<file path="src/rtl/pwm_steer_pkg.sv">
package pwm_steer_pkg;

  // Bus geometry
  localparam int ADDR_W = 8;
  localparam int DATA_W = 32;

  // Register byte addresses
  localparam logic [7:0] RESTART_DELAY_OFF = 8'h00;
  localparam logic [7:0] STEER_CTRL_OFF = 8'h04;
  localparam logic [7:0] CCP_CTRL_OFF = 8'h08;
  localparam logic [7:0] SHUTDOWN_STAT_OFF = 8'h0C;
  localparam logic [7:0] IRQ_STATUS_OFF = 8'h10;
  localparam logic [7:0] IRQ_MASK_OFF = 8'h14;

  // Reset values
  localparam logic [7:0] RESTART_DELAY_RST = 8'h00;
  localparam logic [4:0] STEER_CTRL_RST = 5'h01;
  localparam logic [7:0] CCP_CTRL_RST = 8'h00;

  // Field positions and widths
  localparam int AUTO_RESTART_BIT = 7;
  localparam int DELAY_W = 7;
  localparam int STEER_SYNC_BIT = 4;
  localparam int STEER_PINS = 4;
  localparam int CFG_HI = 7;
  localparam int CFG_LO = 6;
  localparam int MODE_HI = 3;
  localparam int MODE_LO = 2;
  localparam int POL_AC_BIT = 1;
  localparam int POL_BD_BIT = 0;
  localparam int SD_FLAG_BIT = 0;
  localparam int SD_COND_BIT = 1;
  localparam int SD_WAIT_BIT = 2;
  localparam int IRQ_SHUTDOWN_BIT = 0;
  localparam int IRQ_RESUME_BIT = 1;
  localparam int IRQ_W = 2;

  // Encodings
  localparam logic [1:0] MODE_PWM = 2'h3;
  localparam logic [1:0] CFG_SINGLE = 2'h0;
  localparam logic SHUTDOWN_LEVEL = 1'b0;
  localparam logic [1:0] RESP_OKAY = 2'h0;
  localparam logic [1:0] RESP_SLVERR = 2'h2;

  // One instruction cycle is four oscillator (CLK) periods
  localparam int CLKS_PER_INSTR = 4;
  localparam int DELAY_CNT_W = 9;

endpackage

</file>
<file path="src/rtl/pwm_rise_delay.sv">
`timescale 1ns/100ps
module pwm_rise_delay #(
  parameter int CNT_W = pwm_steer_pkg::DELAY_CNT_W
) (
  input wire logic clk,
  input wire logic rst,
  input wire logic raw,
  input wire logic [CNT_W-1:0] target,
  output logic out_r
);

  logic [CNT_W-1:0] cnt_r;

  // Rising edge waits target cycles, falling edge passes at once
  always_ff @(posedge clk or posedge rst) begin
    if (rst) begin
      cnt_r <= '0;
      out_r <= 1'b0;
    end else if (!raw) begin
      cnt_r <= '0;
      out_r <= 1'b0;
    end else if (!out_r) begin
      if (cnt_r >= target) begin
        out_r <= 1'b1;
      end else begin
        cnt_r <= cnt_r + 1'b1;
      end
    end
  end

  a_fall_immediate:
  assert property (@(posedge clk) disable iff (rst) !raw |=> !out_r)
    else $error("falling edge of pwm was delayed");

  a_rise_count:
  assert property (@(posedge clk) disable iff (rst)
    $rose(out_r) |-> $past(raw) && $past(cnt_r) == $past(target))
    else $error("active edge not at programmed delay");

endmodule

</file>
<file path="src/rtl/steer_update_sync.sv">
`timescale 1ns/100ps
module steer_update_sync #(
  parameter int PINS = pwm_steer_pkg::STEER_PINS
) (
  input wire logic clk,
  input wire logic rst,
  input wire logic wr,
  input wire logic [PINS-1:0] wr_sel,
  input wire logic wr_sync,
  input wire logic period_start,
  output logic [PINS-1:0] applied_r
);

  logic [PINS-1:0] pend_r;
  logic pend_v_r;

  always_ff @(posedge clk or posedge rst) begin
    if (rst) begin
      pend_r <= pwm_steer_pkg::STEER_CTRL_RST[PINS-1:0];
      pend_v_r <= 1'b0;
    end else if (wr) begin
      pend_r <= wr_sel;
      pend_v_r <= wr_sync;
    end else if (period_start) begin
      pend_v_r <= 1'b0;
    end
  end

  always_ff @(posedge clk or posedge rst) begin
    if (rst) begin
      applied_r <= pwm_steer_pkg::STEER_CTRL_RST[PINS-1:0];
    end else if (wr && !wr_sync) begin
      applied_r <= wr_sel;
    end else if (pend_v_r && period_start && !wr) begin
      applied_r <= pend_r;
    end
  end

  a_sync_waits:
  assert property (@(posedge clk) disable iff (rst)
    (wr ? wr_sync : (pend_v_r && !period_start)) |=> $stable(applied_r))
    else $error("synchronised steering applied before period start");

  a_sync_applies:
  assert property (@(posedge clk) disable iff (rst)
    pend_v_r && period_start && !wr |=> applied_r == $past(pend_r))
    else $error("synchronised steering missed period start");

  a_immediate_apply:
  assert property (@(posedge clk) disable iff (rst)
    wr && !wr_sync |=> applied_r == $past(wr_sel))
    else $error("immediate steering not applied after write");

endmodule

</file>
<file path="src/rtl/pwm_steering_restart_delay.sv">
// The placing of the registers and the AXI4-Lite register port were left to the implementer.
`timescale 1ns/100ps
module pwm_steering_restart_delay (
  input wire logic CLK,
  input wire logic SYS_RST,
  input wire logic AWVALID,
  output logic AWREADY,
  input wire logic [pwm_steer_pkg::ADDR_W-1:0] AWADDR,
  input wire logic WVALID,
  output logic WREADY,
  input wire logic [pwm_steer_pkg::DATA_W-1:0] WDATA,
  input wire logic [3:0] WSTRB,
  output logic BVALID,
  input wire logic BREADY,
  output logic [1:0] BRESP,
  input wire logic ARVALID,
  output logic ARREADY,
  input wire logic [pwm_steer_pkg::ADDR_W-1:0] ARADDR,
  output logic RVALID,
  input wire logic RREADY,
  output logic [pwm_steer_pkg::DATA_W-1:0] RDATA,
  output logic [1:0] RRESP,
  input wire logic SHUTDOWN_COND,
  input wire logic PERIOD_START,
  input wire logic RAW_PWM,
  input wire logic PORT_OUT_A,
  input wire logic PORT_OUT_B,
  input wire logic PORT_OUT_C,
  input wire logic PORT_OUT_D,
  output logic PWM_OUT_A,
  output logic PWM_OUT_B,
  output logic PWM_OUT_C,
  output logic PWM_OUT_D,
  output logic IRQ
);

  localparam int PINS = pwm_steer_pkg::STEER_PINS;
  localparam int CW = pwm_steer_pkg::DELAY_CNT_W;

  function automatic logic addr_mapped(input logic [pwm_steer_pkg::ADDR_W-1:0] a);
    addr_mapped = (a == pwm_steer_pkg::RESTART_DELAY_OFF) || (a == pwm_steer_pkg::STEER_CTRL_OFF)
      || (a == pwm_steer_pkg::CCP_CTRL_OFF) || (a == pwm_steer_pkg::SHUTDOWN_STAT_OFF)
      || (a == pwm_steer_pkg::IRQ_STATUS_OFF) || (a == pwm_steer_pkg::IRQ_MASK_OFF);
  endfunction

  // Bus slave state
  logic aw_hold_r;
  logic w_hold_r;
  logic [pwm_steer_pkg::ADDR_W-1:0] waddr_r;
  logic [pwm_steer_pkg::DATA_W-1:0] wdata_r;
  logic lane0_r;
  logic bvalid_r;
  logic [1:0] bresp_r;
  logic rvalid_r;
  logic [pwm_steer_pkg::DATA_W-1:0] rdata_r;
  logic [1:0] rresp_r;
  logic do_write;
  logic do_read;
  logic wr_restart;
  logic wr_steer;
  logic wr_ccp;
  logic wr_sd;
  logic wr_irq_clr;
  logic wr_mask;

  // Control and status state
  logic [7:0] restart_delay_r;
  logic [4:0] steer_ctrl_r;
  logic [7:0] ccp_r;
  logic [pwm_steer_pkg::IRQ_W-1:0] irq_status_r;
  logic [pwm_steer_pkg::IRQ_W-1:0] irq_status_nxt;
  logic [pwm_steer_pkg::IRQ_W-1:0] irq_mask_r;
  logic cond_meta_r;
  logic cond_r;
  logic flag_r;
  logic flag_nxt;
  logic resume_wait_r;
  logic shut;
  logic mode_ok;
  logic auto_en;
  logic dly_pwm;
  logic [CW-1:0] dly_target;
  logic [PINS-1:0] steer_app;
  logic [PINS-1:0] port_val;
  logic [PINS-1:0] pol_inv;
  logic [PINS-1:0] pin_r;
  logic [PINS-1:0] pin_nxt;

  assign AWREADY = !aw_hold_r && !bvalid_r;
  assign WREADY = !w_hold_r && !bvalid_r;
  assign ARREADY = !rvalid_r;
  assign BVALID = bvalid_r;
  assign BRESP = bresp_r;
  assign RVALID = rvalid_r;
  assign RDATA = rdata_r;
  assign RRESP = rresp_r;
  assign do_write = aw_hold_r && w_hold_r && !bvalid_r;
  assign do_read = ARVALID && !rvalid_r;

  assign wr_restart = do_write && lane0_r && (waddr_r == pwm_steer_pkg::RESTART_DELAY_OFF);
  assign wr_steer = do_write && lane0_r && (waddr_r == pwm_steer_pkg::STEER_CTRL_OFF);
  assign wr_ccp = do_write && lane0_r && (waddr_r == pwm_steer_pkg::CCP_CTRL_OFF);
  assign wr_sd = do_write && lane0_r && (waddr_r == pwm_steer_pkg::SHUTDOWN_STAT_OFF);
  assign wr_irq_clr = do_write && lane0_r && (waddr_r == pwm_steer_pkg::IRQ_STATUS_OFF);
  assign wr_mask = do_write && lane0_r && (waddr_r == pwm_steer_pkg::IRQ_MASK_OFF);

  // Address and data are taken in either order, then written together
  always_ff @(posedge CLK or posedge SYS_RST) begin
    if (SYS_RST) begin
      aw_hold_r <= 1'b0;
      waddr_r <= '0;
    end else if (AWVALID && AWREADY) begin
      aw_hold_r <= 1'b1;
      waddr_r <= AWADDR;
    end else if (do_write) begin
      aw_hold_r <= 1'b0;
    end
  end

  always_ff @(posedge CLK or posedge SYS_RST) begin
    if (SYS_RST) begin
      w_hold_r <= 1'b0;
      wdata_r <= '0;
      lane0_r <= 1'b0;
    end else if (WVALID && WREADY) begin
      w_hold_r <= 1'b1;
      wdata_r <= WDATA;
      lane0_r <= WSTRB[0];
    end else if (do_write) begin
      w_hold_r <= 1'b0;
    end
  end

  always_ff @(posedge CLK or posedge SYS_RST) begin
    if (SYS_RST) begin
      bvalid_r <= 1'b0;
      bresp_r <= pwm_steer_pkg::RESP_OKAY;
    end else if (do_write) begin
      bvalid_r <= 1'b1;
      bresp_r <= addr_mapped(waddr_r) ? pwm_steer_pkg::RESP_OKAY : pwm_steer_pkg::RESP_SLVERR;
    end else if (BREADY) begin
      bvalid_r <= 1'b0;
    end
  end

  always_ff @(posedge CLK or posedge SYS_RST) begin
    if (SYS_RST) begin
      rvalid_r <= 1'b0;
      rdata_r <= '0;
      rresp_r <= pwm_steer_pkg::RESP_OKAY;
    end else if (do_read) begin
      rvalid_r <= 1'b1;
      rresp_r <= addr_mapped(ARADDR) ? pwm_steer_pkg::RESP_OKAY : pwm_steer_pkg::RESP_SLVERR;
      case (ARADDR)
        pwm_steer_pkg::RESTART_DELAY_OFF: rdata_r <= {24'h000000, restart_delay_r};
        pwm_steer_pkg::STEER_CTRL_OFF: rdata_r <= {27'h0000000, steer_ctrl_r};
        pwm_steer_pkg::CCP_CTRL_OFF: rdata_r <= {24'h000000, ccp_r};
        pwm_steer_pkg::SHUTDOWN_STAT_OFF: rdata_r <= {29'h0000000, resume_wait_r, cond_r, flag_r};
        pwm_steer_pkg::IRQ_STATUS_OFF: rdata_r <= {30'h0000000, irq_status_r};
        pwm_steer_pkg::IRQ_MASK_OFF: rdata_r <= {30'h0000000, irq_mask_r};
        default: rdata_r <= '0;
      endcase
    end else if (RREADY) begin
      rvalid_r <= 1'b0;
    end
  end

  // Configuration registers
  always_ff @(posedge CLK or posedge SYS_RST) begin
    if (SYS_RST) begin
      restart_delay_r <= pwm_steer_pkg::RESTART_DELAY_RST;
    end else if (wr_restart) begin
      restart_delay_r <= wdata_r[7:0];
    end
  end

  always_ff @(posedge CLK or posedge SYS_RST) begin
    if (SYS_RST) begin
      steer_ctrl_r <= pwm_steer_pkg::STEER_CTRL_RST;
    end else if (wr_steer) begin
      steer_ctrl_r <= wdata_r[4:0];
    end
  end

  always_ff @(posedge CLK or posedge SYS_RST) begin
    if (SYS_RST) begin
      ccp_r <= pwm_steer_pkg::CCP_CTRL_RST;
    end else if (wr_ccp) begin
      ccp_r <= wdata_r[7:0];
    end
  end

  always_ff @(posedge CLK or posedge SYS_RST) begin
    if (SYS_RST) begin
      irq_mask_r <= '0;
    end else if (wr_mask) begin
      irq_mask_r <= wdata_r[pwm_steer_pkg::IRQ_W-1:0];
    end
  end

  // Shutdown condition comes from outside the clock domain
  always_ff @(posedge CLK or posedge SYS_RST) begin
    if (SYS_RST) begin
      cond_meta_r <= 1'b0;
      cond_r <= 1'b0;
    end else begin
      cond_meta_r <= SHUTDOWN_COND;
      cond_r <= cond_meta_r;
    end
  end

  assign auto_en = restart_delay_r[pwm_steer_pkg::AUTO_RESTART_BIT];

  always_comb begin
    flag_nxt = flag_r;
    if (auto_en && !cond_r) begin
      flag_nxt = 1'b0;
    end
    if (wr_sd) begin
      if (wdata_r[pwm_steer_pkg::SD_FLAG_BIT]) begin
        flag_nxt = 1'b1;
      end else if (!cond_r) begin
        flag_nxt = 1'b0;
      end
    end
    if (cond_r) begin
      flag_nxt = 1'b1;
    end
  end

  always_ff @(posedge CLK or posedge SYS_RST) begin
    if (SYS_RST) begin
      flag_r <= 1'b0;
    end else begin
      flag_r <= flag_nxt;
    end
  end

  // After the flag drops, pins stay shut until the next period begins
  always_ff @(posedge CLK or posedge SYS_RST) begin
    if (SYS_RST) begin
      resume_wait_r <= 1'b0;
    end else if (flag_r) begin
      resume_wait_r <= 1'b1;
    end else if (PERIOD_START) begin
      resume_wait_r <= 1'b0;
    end
  end

  assign shut = flag_r || resume_wait_r;

  // Sticky events, set wins over a write-one clear
  always_comb begin
    irq_status_nxt = irq_status_r;
    if (wr_irq_clr) begin
      irq_status_nxt = irq_status_r & ~wdata_r[pwm_steer_pkg::IRQ_W-1:0];
    end
    if (flag_nxt && !flag_r) begin
      irq_status_nxt[pwm_steer_pkg::IRQ_SHUTDOWN_BIT] = 1'b1;
    end
    if (resume_wait_r && !flag_r && PERIOD_START) begin
      irq_status_nxt[pwm_steer_pkg::IRQ_RESUME_BIT] = 1'b1;
    end
  end

  always_ff @(posedge CLK or posedge SYS_RST) begin
    if (SYS_RST) begin
      irq_status_r <= '0;
      IRQ <= 1'b0;
    end else begin
      irq_status_r <= irq_status_nxt;
      IRQ <= |(irq_status_nxt & irq_mask_r);
    end
  end

  assign dly_target = CW'(restart_delay_r[pwm_steer_pkg::DELAY_W-1:0] * pwm_steer_pkg::CLKS_PER_INSTR);

  pwm_rise_delay #(
    .CNT_W(CW)
  ) u_rise_delay (
    .clk(CLK),
    .rst(SYS_RST),
    .raw(RAW_PWM),
    .target(dly_target),
    .out_r(dly_pwm)
  );

  steer_update_sync #(
    .PINS(PINS)
  ) u_steer_sync (
    .clk(CLK),
    .rst(SYS_RST),
    .wr(wr_steer),
    .wr_sel(wdata_r[PINS-1:0]),
    .wr_sync(wdata_r[pwm_steer_pkg::STEER_SYNC_BIT]),
    .period_start(PERIOD_START),
    .applied_r(steer_app)
  );

  assign mode_ok = (ccp_r[pwm_steer_pkg::MODE_HI:pwm_steer_pkg::MODE_LO] == pwm_steer_pkg::MODE_PWM)
    && (ccp_r[pwm_steer_pkg::CFG_HI:pwm_steer_pkg::CFG_LO] == pwm_steer_pkg::CFG_SINGLE);
  assign port_val = {PORT_OUT_D, PORT_OUT_C, PORT_OUT_B, PORT_OUT_A};
  assign pol_inv = {ccp_r[pwm_steer_pkg::POL_BD_BIT], ccp_r[pwm_steer_pkg::POL_AC_BIT],
    ccp_r[pwm_steer_pkg::POL_BD_BIT], ccp_r[pwm_steer_pkg::POL_AC_BIT]};

  always_comb begin
    for (int i = 0; i < PINS; i++) begin
      if (mode_ok && steer_app[i]) begin
        pin_nxt[i] = shut ? pwm_steer_pkg::SHUTDOWN_LEVEL : (dly_pwm ^ pol_inv[i]);
      end else begin
        pin_nxt[i] = port_val[i];
      end
    end
  end

  always_ff @(posedge CLK or posedge SYS_RST) begin
    if (SYS_RST) begin
      pin_r <= '0;
    end else begin
      pin_r <= pin_nxt;
    end
  end

  assign PWM_OUT_A = pin_r[0];
  assign PWM_OUT_B = pin_r[1];
  assign PWM_OUT_C = pin_r[2];
  assign PWM_OUT_D = pin_r[3];

  a_auto_clear:
  assert property (@(posedge CLK) disable iff (SYS_RST)
    auto_en && flag_r && !cond_r && !(wr_sd && wdata_r[pwm_steer_pkg::SD_FLAG_BIT]) |=> !flag_r)
    else $error("auto restart did not clear shutdown flag");

  a_manual_hold:
  assert property (@(posedge CLK) disable iff (SYS_RST)
    !auto_en && flag_r && !wr_sd |=> flag_r ##0 shut)
    else $error("shutdown flag dropped without software clear");

  a_flag_persists:
  assert property (@(posedge CLK) disable iff (SYS_RST) cond_r |=> flag_r)
    else $error("shutdown flag clear while condition active");

  a_clear_ignored:
  assert property (@(posedge CLK) disable iff (SYS_RST)
    cond_r && wr_sd && !wdata_r[pwm_steer_pkg::SD_FLAG_BIT] |=> flag_r)
    else $error("software clear accepted during shutdown condition");

  a_resume_period:
  assert property (@(posedge CLK) disable iff (SYS_RST)
    $fell(shut) |-> $past(PERIOD_START) && !$past(flag_r))
    else $error("output resumed outside a period start");

  a_port_pin:
  assert property (@(posedge CLK) disable iff (SYS_RST)
    !(mode_ok && steer_app[1]) |=> PWM_OUT_B == $past(PORT_OUT_B))
    else $error("unsteered pin does not carry port value");

  a_shut_steered:
  assert property (@(posedge CLK) disable iff (SYS_RST)
    mode_ok && steer_app[0] && shut |=> PWM_OUT_A == pwm_steer_pkg::SHUTDOWN_LEVEL)
    else $error("steered pin not forced during shutdown");

  a_polarity_out:
  assert property (@(posedge CLK) disable iff (SYS_RST)
    mode_ok && steer_app[3] && !shut |=>
    PWM_OUT_D == ($past(dly_pwm) ^ $past(ccp_r[pwm_steer_pkg::POL_BD_BIT])))
    else $error("steered pin polarity wrong");

endmodule

</file>
<file path="config.mk">
export PLATFORM = sky130hd
export DESIGN_NAME = pwm_steering_restart_delay
export DESIGN_NICKNAME = d
export VERILOG_FILES = /design/src/rtl/pwm_steer_pkg.sv /design/src/rtl/pwm_rise_delay.sv /design/src/rtl/steer_update_sync.sv /design/src/rtl/pwm_steering_restart_delay.sv
export SDC_FILE = /design/constraint.sdc
export NUM_CORES = 1
export LEC_CHECK = 0
export BUFFER_PORTS_ARGS = -buffer_cell sky130_fd_sc_hd__buf_2
export CAP_MARGIN = 20
export CORE_MARGIN = 2
export CORE_UTILIZATION = 30
export CTS_CLUSTER_DIAMETER = 150
export DETAILED_ROUTE_END_ITERATION = 8
export PLACE_DENSITY_LB_ADDON = 0.05
export SYNTH_ARGS = -nofsm -noshare
export SYNTH_HDL_FRONTEND = slang
export SYNTH_SLANG_ARGS = --single-unit
</file>
<file path="constraint.sdc">
create_clock -name CLK -period 3.39 [get_ports CLK]
set_input_delay 0.678 -clock CLK [delete_from_list [all_inputs] [get_ports CLK]]
set_output_delay 0.678 -clock CLK [all_outputs]
set_load 0.005 [all_outputs]
</file>
==> flow_metrics.env, run 1 <==
export IMPL_setup_viol=0
export IMPL_coreArea_um2=12700
export IMPL_fillers=1310
export IMPL_finalCritPeriodShare_pct=70.7
export IMPL_viasPerCell=4.60
export IMPL_hold_buffers=0
export IMPL_finalHoldViolations=0
export IMPL_grt_pass1_vias=2672
export IMPL_synth_edf_count=0
export IMPL_cp_required_ns=3.62
export IMPL_ioPinCount=112
export IMPL_path_clk_slew_ns=0.06
export IMPL_cp_max_fo=8
export IMPL_yosysSeqAreaShare_pct=50.9
export IMPL_yosys_cell_types_count=53
export IMPL_htree_levels=3
export IMPL_dr_pass1_iters=4
export IMPL_met1_usage_pct=18.2
export IMPL_die_w_um=119
export IMPL_grt_start_max_net_pins=43
export IMPL_worst_slew_pin_slew_ns=0.911
export IMPL_power_mw=3.08
export IMPL_grt_first_pass_wirelength_um=14400
export IMPL_arrival_ns=2.62
export IMPL_whs_ns=0.357
export IMPL_crit_start="BVALID"
export IMPL_fin_crit_ns=2.40
export IMPL_final_max_slew_viol_count=0
export IMPL_maxCapViolations=0
export IMPL_run_status="completed"
export IMPL_netlist_area_um2=3940
export IMPL_cts_buffers=9
export IMPL_syn2layout_area_growth_pct=18.8
export IMPL_critPathKind="reg2reg"
export IMPL_gpl_final_weighted_congestion=0.722
export IMPL_clock_skew_ns=0.00354
export IMPL_synthCells=340
export IMPL_routed_wl_um=8560
export IMPL_async_flop_share_pct=100
export IMPL_synth_area_leader_cell="dfrtp_1"
export IMPL_grtUsageMet2_pct=19.2
export IMPL_synthTopCellsByArea="dfrtp_1 50%, mux2_2 11%, buf_4 5.2%"
export IMPL_drt_initial_drc_count=97
export IMPL_num_vias=2654
export IMPL_endpoint_kind="flop"
export IMPL_rsz0062_at_grt="no"
export IMPL_cts_resized=0
export IMPL_tritoncts="yes"
export IMPL_start_kind="flop"
export IMPL_ant_nets=0
export IMPL_avgSynthCellArea_um2=11.6
export IMPL_clock_sinks=80
export IMPL_post_drt_wl_per_cell_um=14.8
export IMPL_cts_max_path_buffers=2
export IMPL_fp_dieH_um=119
export IMPL_cts_root_buffer="clkbuf_16"
export IMPL_use_met3_pct=4.54
export IMPL_antenna_found_initial=0
export IMPL_ys_flop_type="dfrtp_1"
export IMPL_ys_ff_latch=80
export IMPL_num_rows=41
export IMPL_clock_latency_ns=0.34
export IMPL_setup_tns_ns=0
export IMPL_yosys_warnings=0
export IMPL_start_util_pct=30.9
export IMPL_nNetsFinal=476
export IMPL_postPlaceCellArea_um2=4330
export IMPL_drc_errors=0
export IMPL_globalRouteTotalUtil_pct=13.2
export IMPL_final_cell_area_um2=4670
export IMPL_hpwl_um=6390
export IMPL_dieArea_um2=14000
export IMPL_busiest_layer="met2"
export IMPL_grt_overflow=0
export IMPL_timing_rr_start="BVALID"
export IMPL_seqCellArea_um2=2000
export IMPL_worstHoldStart="cond_meta_r"
export IMPL_power_per_cell_area_nw_per_um2=659
export IMPL_fmax_ghz=0.417
export IMPL_multi_input_comb_area_um2=1720
export IMPL_leakagePower_nw=2.20
export IMPL_drive_gt1_share_pct=31.6
export IMPL_vdd_drop_max_mv=0.285
export IMPL_yosysTopAreaCellShare_pct=49.6
export IMPL_diodes=0
export IMPL_port_buffer_count=58
export IMPL_cts_setup_buffers=0
export IMPL_relSlewSlack_pct=38.4
export IMPL_hold_class="reg2reg"
registers in the layout (all words and copies together) (netlist names), 2 cells and up:
signal and flops:
RDATA 8, pin_r 4, wdata_r 8, irq_mask_r 2
irq_status_r 2, restart_delay_r 8, u_rise_delay.cnt_r 9, ccp_r 8
steer_ctrl_r 5, u_steer_sync.applied_r 4, waddr_r 8
power breakdown:
part	total (mW)	leakage [nW]	internal, mW	switching (mW)
registers	1.40	1.02	1.18	0.228
logic	0.580	1.01	0.316	0.265
clock network	1.10	0.168	0.721	0.375
total	3.08	2.20	2.21	0.867
placed cells by master (no fill, tap or decap), types with 2 or more instances in the layout:
cell type | synthesis | routed
dfrtp_1 | 78 | 78
o22a_1 | 4 | 4
mux4_2 | 2 | 2
nand4_1 | 3 | 3
o2bb2ai_1 | 2 | 2
a21oi_1 | 5 | 5
mux2i_1 | 11 | 11
nor2b_1 | 5 | 5
nand3_1 | 6 | 6
clkbuf_16 | 0 | 9
buf_4 | 27 | 2
o21a_1 | 6 | 6
a31o_2 | 2 | 2
a21o_1 | 2 | 2
inv_1 | 18 | 17
xnor2_1 | 3 | 3
nor2_1 | 14 | 14
dfstp_2 | 2 | 2
nand2_1 | 27 | 27
o31ai_1 | 5 | 5
mux2_1 | 2 | 2
mux2_2 | 40 | 40
nor3_1 | 6 | 6
clkbuf_8 | 0 | 4
conb_1 | 1 | 26
and3_1 | 2 | 2
o22ai_1 | 2 | 2
a211oi_1 | 3 | 3
nand2b_1 | 7 | 7
o21ai_0 | 10 | 10
or3_1 | 2 | 2
buf_2 | 1 | 58
bufinv_16 | 0 | 2
a22o_1 | 5 | 5
ha_1 | 9 | 9
nand3b_1 | 2 | 2
synthesized netlist by cell type, types with 2 or more instances:
| cell | n |
|---|---|
| and3_1 | 2 |
| o22ai_1 | 2 |
| a22o_1 | 5 |
| mux2_2 | 40 |
| mux2i_1 | 11 |
| o21a_1 | 6 |
| dfstp_2 | 2 |
| o2bb2ai_1 | 2 |
| mux2_1 | 2 |
| a21oi_1 | 5 |
| nor2b_1 | 5 |
| nand4_1 | 3 |
| nand3b_1 | 2 |
| ha_1 | 9 |
| o31ai_1 | 5 |
| buf_4 | 27 |
| or3_1 | 2 |
| a21o_1 | 2 |
| nor2_1 | 14 |
| a31o_2 | 2 |
| nor3_1 | 6 |
| nand3_1 | 6 |
| xnor2_1 | 3 |
| o21ai_0 | 10 |
| nand2b_1 | 7 |
| dfrtp_1 | 78 |
| nand2_1 | 27 |
| inv_1 | 18 |
| o22a_1 | 4 |
| clkbuf_1 | 7 |
| a211oi_1 | 3 |
| mux4_2 | 2 |
metal layers:
metal,share of wire (%),vias to the layer above
li1,-,1277
met1,48,1299
met2,45,68
met4,1.6,0
met3,5.5,10
met5,0,-
cell type report:
| class | instances | area share (%) |
|---|---|---|
| clock buffers | 13 | 6.00 |
| clock inverters | 2 | 1.29 |
| inverters | 18 | 1.47 |
| multi-input cells | 231 | 36.8 |
| flip-flops and latches | 80 | 42.9 |
| well taps | 172 | 4.61 |
| repair buffers | 61 | 6.96 |
per-stage QoR:
stage / cells / worst slack (ns) / utilization [%]
after floorplan: 365 / 0.664 / -
after global placement: 562 / 1.06 / 34.1
after detailed placement: 562 / 1.00 / 34.1
after CTS: 577 / 0.989 / 36.7
after global routing: 577 / 0.806 / 36.7
final: 577 / 0.992 / 36.7
worst max-delay path, cell delays in order (launching register included):
cell	delay, ns
dfrtp_1	0.44
nand3b_1	0.39
nor3_1	0.46
and4_1	0.59
mux2_2	0.39
final timing paths:
kind / to / slack, ns / depth (start not counted)
worst max-delay path: ccp_r[7] / 0.99 / 4
worst min-delay path: cond_r / 0.36 / 0
worst max register to register: ccp_r[7] / 0.99 / 4
worst min register to register: cond_r / 0.36 / 0
max in group asynchronous: steer_ctrl_r[0] / 2.28 / 3
min in group asynchronous: pin_r[0] / 0.42 / 2
logic make-up after synthesis:
| group | Yosys count | synth area share (%) |
|---|---|---|
| flops | 80 | 50.9 |
| mux | 55 | 16.0 |
| buf+inv | 54 | 7.76 |
| fa+ha+maj | 9 | 2.86 |
| compound gates | 54 | 9.98 |
| simple gates | 84 | 11.7 |
| other cells | 1 | 0.0953 |
| xor+xnor | 3 | 0.668 |
Power figures use the tool's default switching activity.
==> run 2, diff against run 1 <==
==> constraint.sdc (replaced) <==
create_clock -name CLK -period 2.5 [get_ports CLK]
set_input_delay 0.5 -clock CLK [delete_from_list [all_inputs] [get_ports CLK]]
set_output_delay 0.5 -clock CLK [all_outputs]
set_load 0.005 [all_outputs]
==> flow_metrics.env, run 2 (synthesized netlist as in run 1, its figures left out) <==
export IMPL_run_status="completed"
export IMPL_finalHoldViolations=0
export IMPL_globalRouteTotalUtil_pct=13.3
export IMPL_setup_viol=0
export IMPL_cts_max_path_buffers=2
export IMPL_grt_pass1_vias=2688
export IMPL_routed_wl_um=8530
export IMPL_setup_tns_ns=0
export IMPL_critPathKind="reg2reg"
export IMPL_vdd_drop_max_mv=0.581
export IMPL_fin_crit_ns=2.11
export IMPL_start_util_pct=30.9
export IMPL_num_rows=41
export IMPL_arrival_ns=2.33
export IMPL_hpwl_um=6170
export IMPL_final_cell_mix="78 x dfrtp_1, 58 x buf_2, 40 x mux2_2, 27 x nand2_1, 26 x conb_1"
export IMPL_final_max_slew_viol_count=0
export IMPL_htree_levels=3
export IMPL_path_clk_slew_ns=0.06
export IMPL_rrSetupSlack_ns=0.39
export IMPL_final_common_cell="dfrtp_1"
export IMPL_dr_pass1_iters=4
export IMPL_antenna_found_initial=0
export IMPL_drt_initial_drc_count=157
export IMPL_endpoint_kind="flop"
export IMPL_grt_first_pass_wirelength_um=14500
export IMPL_cts_resized=0
export IMPL_post_drt_wl_per_cell_um=14.6
export IMPL_diodes=0
export IMPL_num_vias=2636
export IMPL_syn2layout_area_growth_pct=19.4
export IMPL_drc_errors=0
export IMPL_cp_required_ns=2.72
export IMPL_power_mw=4.14
export IMPL_drive_gt1_share_pct=32.1
export IMPL_die_w_um=119
export IMPL_port_buffer_count=58
export IMPL_largest_reg_flops=9
export IMPL_worst_slew_pin_slew_ns=0.632
export IMPL_finalCritPeriodShare_pct=84.4
export IMPL_dieArea_um2=14000
export IMPL_clock_latency_ns=0.34
export IMPL_cts_setup_buffers=0
export IMPL_rsz0062_at_grt="no"
export IMPL_r2r_cells=3
export IMPL_crit_start="waddr_r[7]"
export IMPL_timing_rr_start="waddr_r[7]"
export IMPL_ant_nets=0
export IMPL_ioPinCount=112
export IMPL_cts_root_buffer="clkbuf_16"
export IMPL_maxCapViolations=0
export IMPL_crit_path_end="ccp_r[4]"
export IMPL_relSlewSlack_pct=57.3
export IMPL_top_register="u_rise_delay.cnt_r"
export IMPL_clock_sinks=80
export IMPL_tritoncts="yes"
export IMPL_leakagePower_nw=2.21
export IMPL_power_per_cell_area_nw_per_um2=882
export IMPL_fp_dieH_um=119
export IMPL_cp_max_fo=8
export IMPL_clock_skew_ns=0.00850
export IMPL_fmax_ghz=0.474
export IMPL_cts_buffers=9
export IMPL_nNetsFinal=481
export IMPL_grt_start_max_net_pins=81
export IMPL_viasPerCell=4.52
export IMPL_gpl_final_weighted_congestion=0.719
export IMPL_timing_rr_end="ccp_r[4]"
export IMPL_hold_class="in2reg"
export IMPL_coreArea_um2=12700
export IMPL_grt_overflow=0
export IMPL_hold_buffers=0
export IMPL_start_kind="flop"
## run 2: how the worst min path moves through the flow
| stage | startpoint | end | slack (ns) | cells past startpoint |
|---|---|---|---|---|
| after floorplan | cond_meta_r | cond_r | 0.33 | 0 |
| after detailed placement | cond_meta_r | cond_r | 0.34 | 0 |
| after CTS | SHUTDOWN_COND | cond_meta_r | 0.25 | 1 |
| after global routing | SHUTDOWN_COND | cond_meta_r | 0.26 | 1 |
| final | SHUTDOWN_COND | cond_meta_r | 0.27 | 1 |
| after global placement | cond_meta_r | cond_r | 0.36 | 0 |
## run 2: metal layers
layer  up-vias  global-route usage [%]  routed length, µm
met5         -                       0                  0
met4         0                    4.91                131
met3         9                    3.86                389
met2        59                    20.0               3730
met1      1274                    18.0               4280
li1       1294                       -                  -
## run 2: area by class of cell
class,instances,area (µm²)
Clock inverter,3,65.1
Tap cell,172,215
Multi-Input combinational cell,231,1720
Inverter,18,71.3
Sequential cell,80,2000
Timing Repair Buffer,66,363
Fill cell,1302,8020
Clock buffer,13,260
## run 2: power by group
part	total [mW]	internal (mW)	switching, mW
logic	0.806	0.447	0.359
clock network	1.44	0.928	0.507
registers	1.90	1.59	0.307
## run 2: worst max-delay path: stages (launching register included)
cell and delay, ns:
dfrtp_1 0.40, nor4b_1 0.60, and4_1 0.60, mux2_2 0.39
## run 2: stage by stage
stage,util (%),cells,hold slack (ns),area (µm²),worst slack [ns]
2_1_floorplan,-,365,0.331,4030,0.461
4_1_cts,36.9,583,0.248,4700,0.377
3_3_place_gp,34.4,567,0.355,4370,0.410
6_report,36.9,583,0.266,4700,0.389
3_5_place_dp,34.4,567,0.339,4370,0.394
5_1_grt,36.9,583,0.256,4700,0.234
==> run 3, diff against run 2 <==
==> constraint.sdc (replaced) <==
create_clock -name CLK -period 2.2 [get_ports CLK]
set_input_delay 0.44 -clock CLK [delete_from_list [all_inputs] [get_ports CLK]]
set_output_delay 0.44 -clock CLK [all_outputs]
set_load 0.005 [all_outputs]
==> flow_metrics.env, run 3 (synthesized netlist as in run 1, its figures left out) <==
export IMPL_cts_root_buffer="clkbuf_16"
export IMPL_cts_resized=0
export IMPL_die_w_um=119
export IMPL_cp_max_fo=4
export IMPL_fp_dieH_um=119
export IMPL_setup_tns_ns=0
export IMPL_power_per_cell_area_nw_per_um2=969
export IMPL_clock_sinks=80
export IMPL_globalRouteTotalUtil_pct=13.1
export IMPL_fmax_ghz=0.490
export IMPL_start_util_pct=30.9
export IMPL_leakagePower_nw=2.23
export IMPL_fin_crit_ns=2.04
export IMPL_grt_pass1_vias=2690
export IMPL_syn2layout_area_growth_pct=19.8
export IMPL_grt_overflow=0
export IMPL_drt_initial_drc_count=95
export IMPL_slowest_stage="or4b_4"
export IMPL_finalHoldViolations=0
export IMPL_nNetsFinal=489
export IMPL_worst_path_largest_cell_delay_ns=0.58
export IMPL_timing_rr_start="waddr_r[7]"
export IMPL_tritoncts="yes"
export IMPL_antenna_found_initial=0
export IMPL_vdd_drop_max_mv=0.520
export IMPL_routed_wl_um=8560
export IMPL_finalNonFillerCells=591
export IMPL_dr_pass1_iters=4
export IMPL_start_kind="flop"
export IMPL_power_mw=4.57
export IMPL_timing_rr_end="IRQ"
export IMPL_largest_reg_flops=9
export IMPL_cp_cell_sequence="or4b_4, nor4_1, buf_4, nand2_1, o2bb2ai_1, a22o_1"
export IMPL_clock_latency_ns=0.34
export IMPL_rsz0062_at_grt="no"
export IMPL_grt_start_max_net_pins=81
export IMPL_ant_nets=0
export IMPL_r2r_cells=6
export IMPL_setup_viol=0
export IMPL_post_drt_wl_per_cell_um=14.5
export IMPL_coreArea_um2=12700
export IMPL_clock_skew_ns=0.00647
export IMPL_hpwl_um=6300
export IMPL_dp_cells=575
export IMPL_run_status="completed"
export IMPL_final_cell_mix="78 x dfrtp_1, 58 x buf_2, 40 x mux2_2, 27 x nand2_1, 26 x conb_1"
export IMPL_hold_class="in2async"
export IMPL_num_rows=41
export IMPL_hold_buffers=0
export IMPL_fillers=1342
export IMPL_ioPinCount=112
export IMPL_port_buffer_count=58
export IMPL_pre_cts_slack_ns=0.160
export IMPL_crit_start="waddr_r[7]"
export IMPL_crit_path_end="IRQ"
export IMPL_dieArea_um2=14000
export IMPL_postPlaceCellArea_um2=4430
export IMPL_htree_levels=3
export IMPL_gpl_final_weighted_congestion=0.712
export IMPL_cts_setup_buffers=0
export IMPL_cts_max_path_buffers=2
export IMPL_path_clk_slew_ns=0.06
export IMPL_final_cell_area_um2=4710
export IMPL_grt_first_pass_wirelength_um=14200
export IMPL_arrival_ns=2.26
export IMPL_fin_ws_ns=0.159
export IMPL_top_register="u_rise_delay.cnt_r"
export IMPL_cts_buffers=9
export IMPL_finalCritPeriodShare_pct=92.8
export IMPL_rrSetupSlack_ns=0.16
export IMPL_endpoint_kind="flop"
export IMPL_final_max_slew_viol_count=0
export IMPL_final_common_cell="dfrtp_1"
export IMPL_cp_required_ns=2.42
export IMPL_drive_gt1_share_pct=33.2
export IMPL_maxCapViolations=0
export IMPL_num_vias=2711
export IMPL_critPathKind="reg2reg"
export IMPL_diodes=0
export IMPL_drc_errors=0
export IMPL_viasPerCell=4.59
## run 3: critical path: cells and delay by family, from the launching register on
family,cells,cell delay (ns)
DFF,1,0.40
and+or+nand+nor,3,0.95
AOI/OAI and AO/OA,2,0.39
buffers and inverters,1,0.17
## run 3: power by group
group	switching, mW	internal, mW
logic	0.435	0.542
clock network	0.579	0.874
registers	0.326	1.81
total	1.34	3.23
## run 3: final cells by class
class                           count  area, µm²  share of cell area (%)
Timing Repair Buffer               74        423                    8.97
Clock inverter                      4       45.0                   0.955
Multi-Input combinational cell    231       1720                    36.5
Tap cell                          172        215                    4.56
Clock buffer                       12        236                    5.02
Sequential cell                    80       2000                    42.5
Inverter                           18       71.3                    1.51
## run 3: how the worst min path moves through the flow
stage | from | end | slack, ns | cells after the start
floorplan | cond_meta_r | cond_r | 0.33 | 0
global placement | cond_meta_r | cond_r | 0.35 | 0
detailed placement | cond_meta_r | cond_r | 0.34 | 0
CTS | SHUTDOWN_COND | cond_meta_r | 0.19 | 1
global route | SHUTDOWN_COND | cond_meta_r | 0.20 | 1
finish | SYS_RST | pin_r[0] | 0.19 | 3
## run 3: per-layer routing
layer	vias to the layer above	part of all wire (%)	track usage, %
li1	1300	-	-
met1	1341	49	17.7
met2	59	44	19.4
met3	11	4.4	3.81
met4	0	1.7	5.58
met5	-	0	0
## run 3: through the flow
step           util [%]  hold slack [ns]
3_5_place_dp       34.8            0.341
4_1_cts            37.1            0.186
5_1_grt            37.1            0.197
3_3_place_gp       34.8            0.352
6_report           37.1            0.191
2_1_floorplan         -            0.331
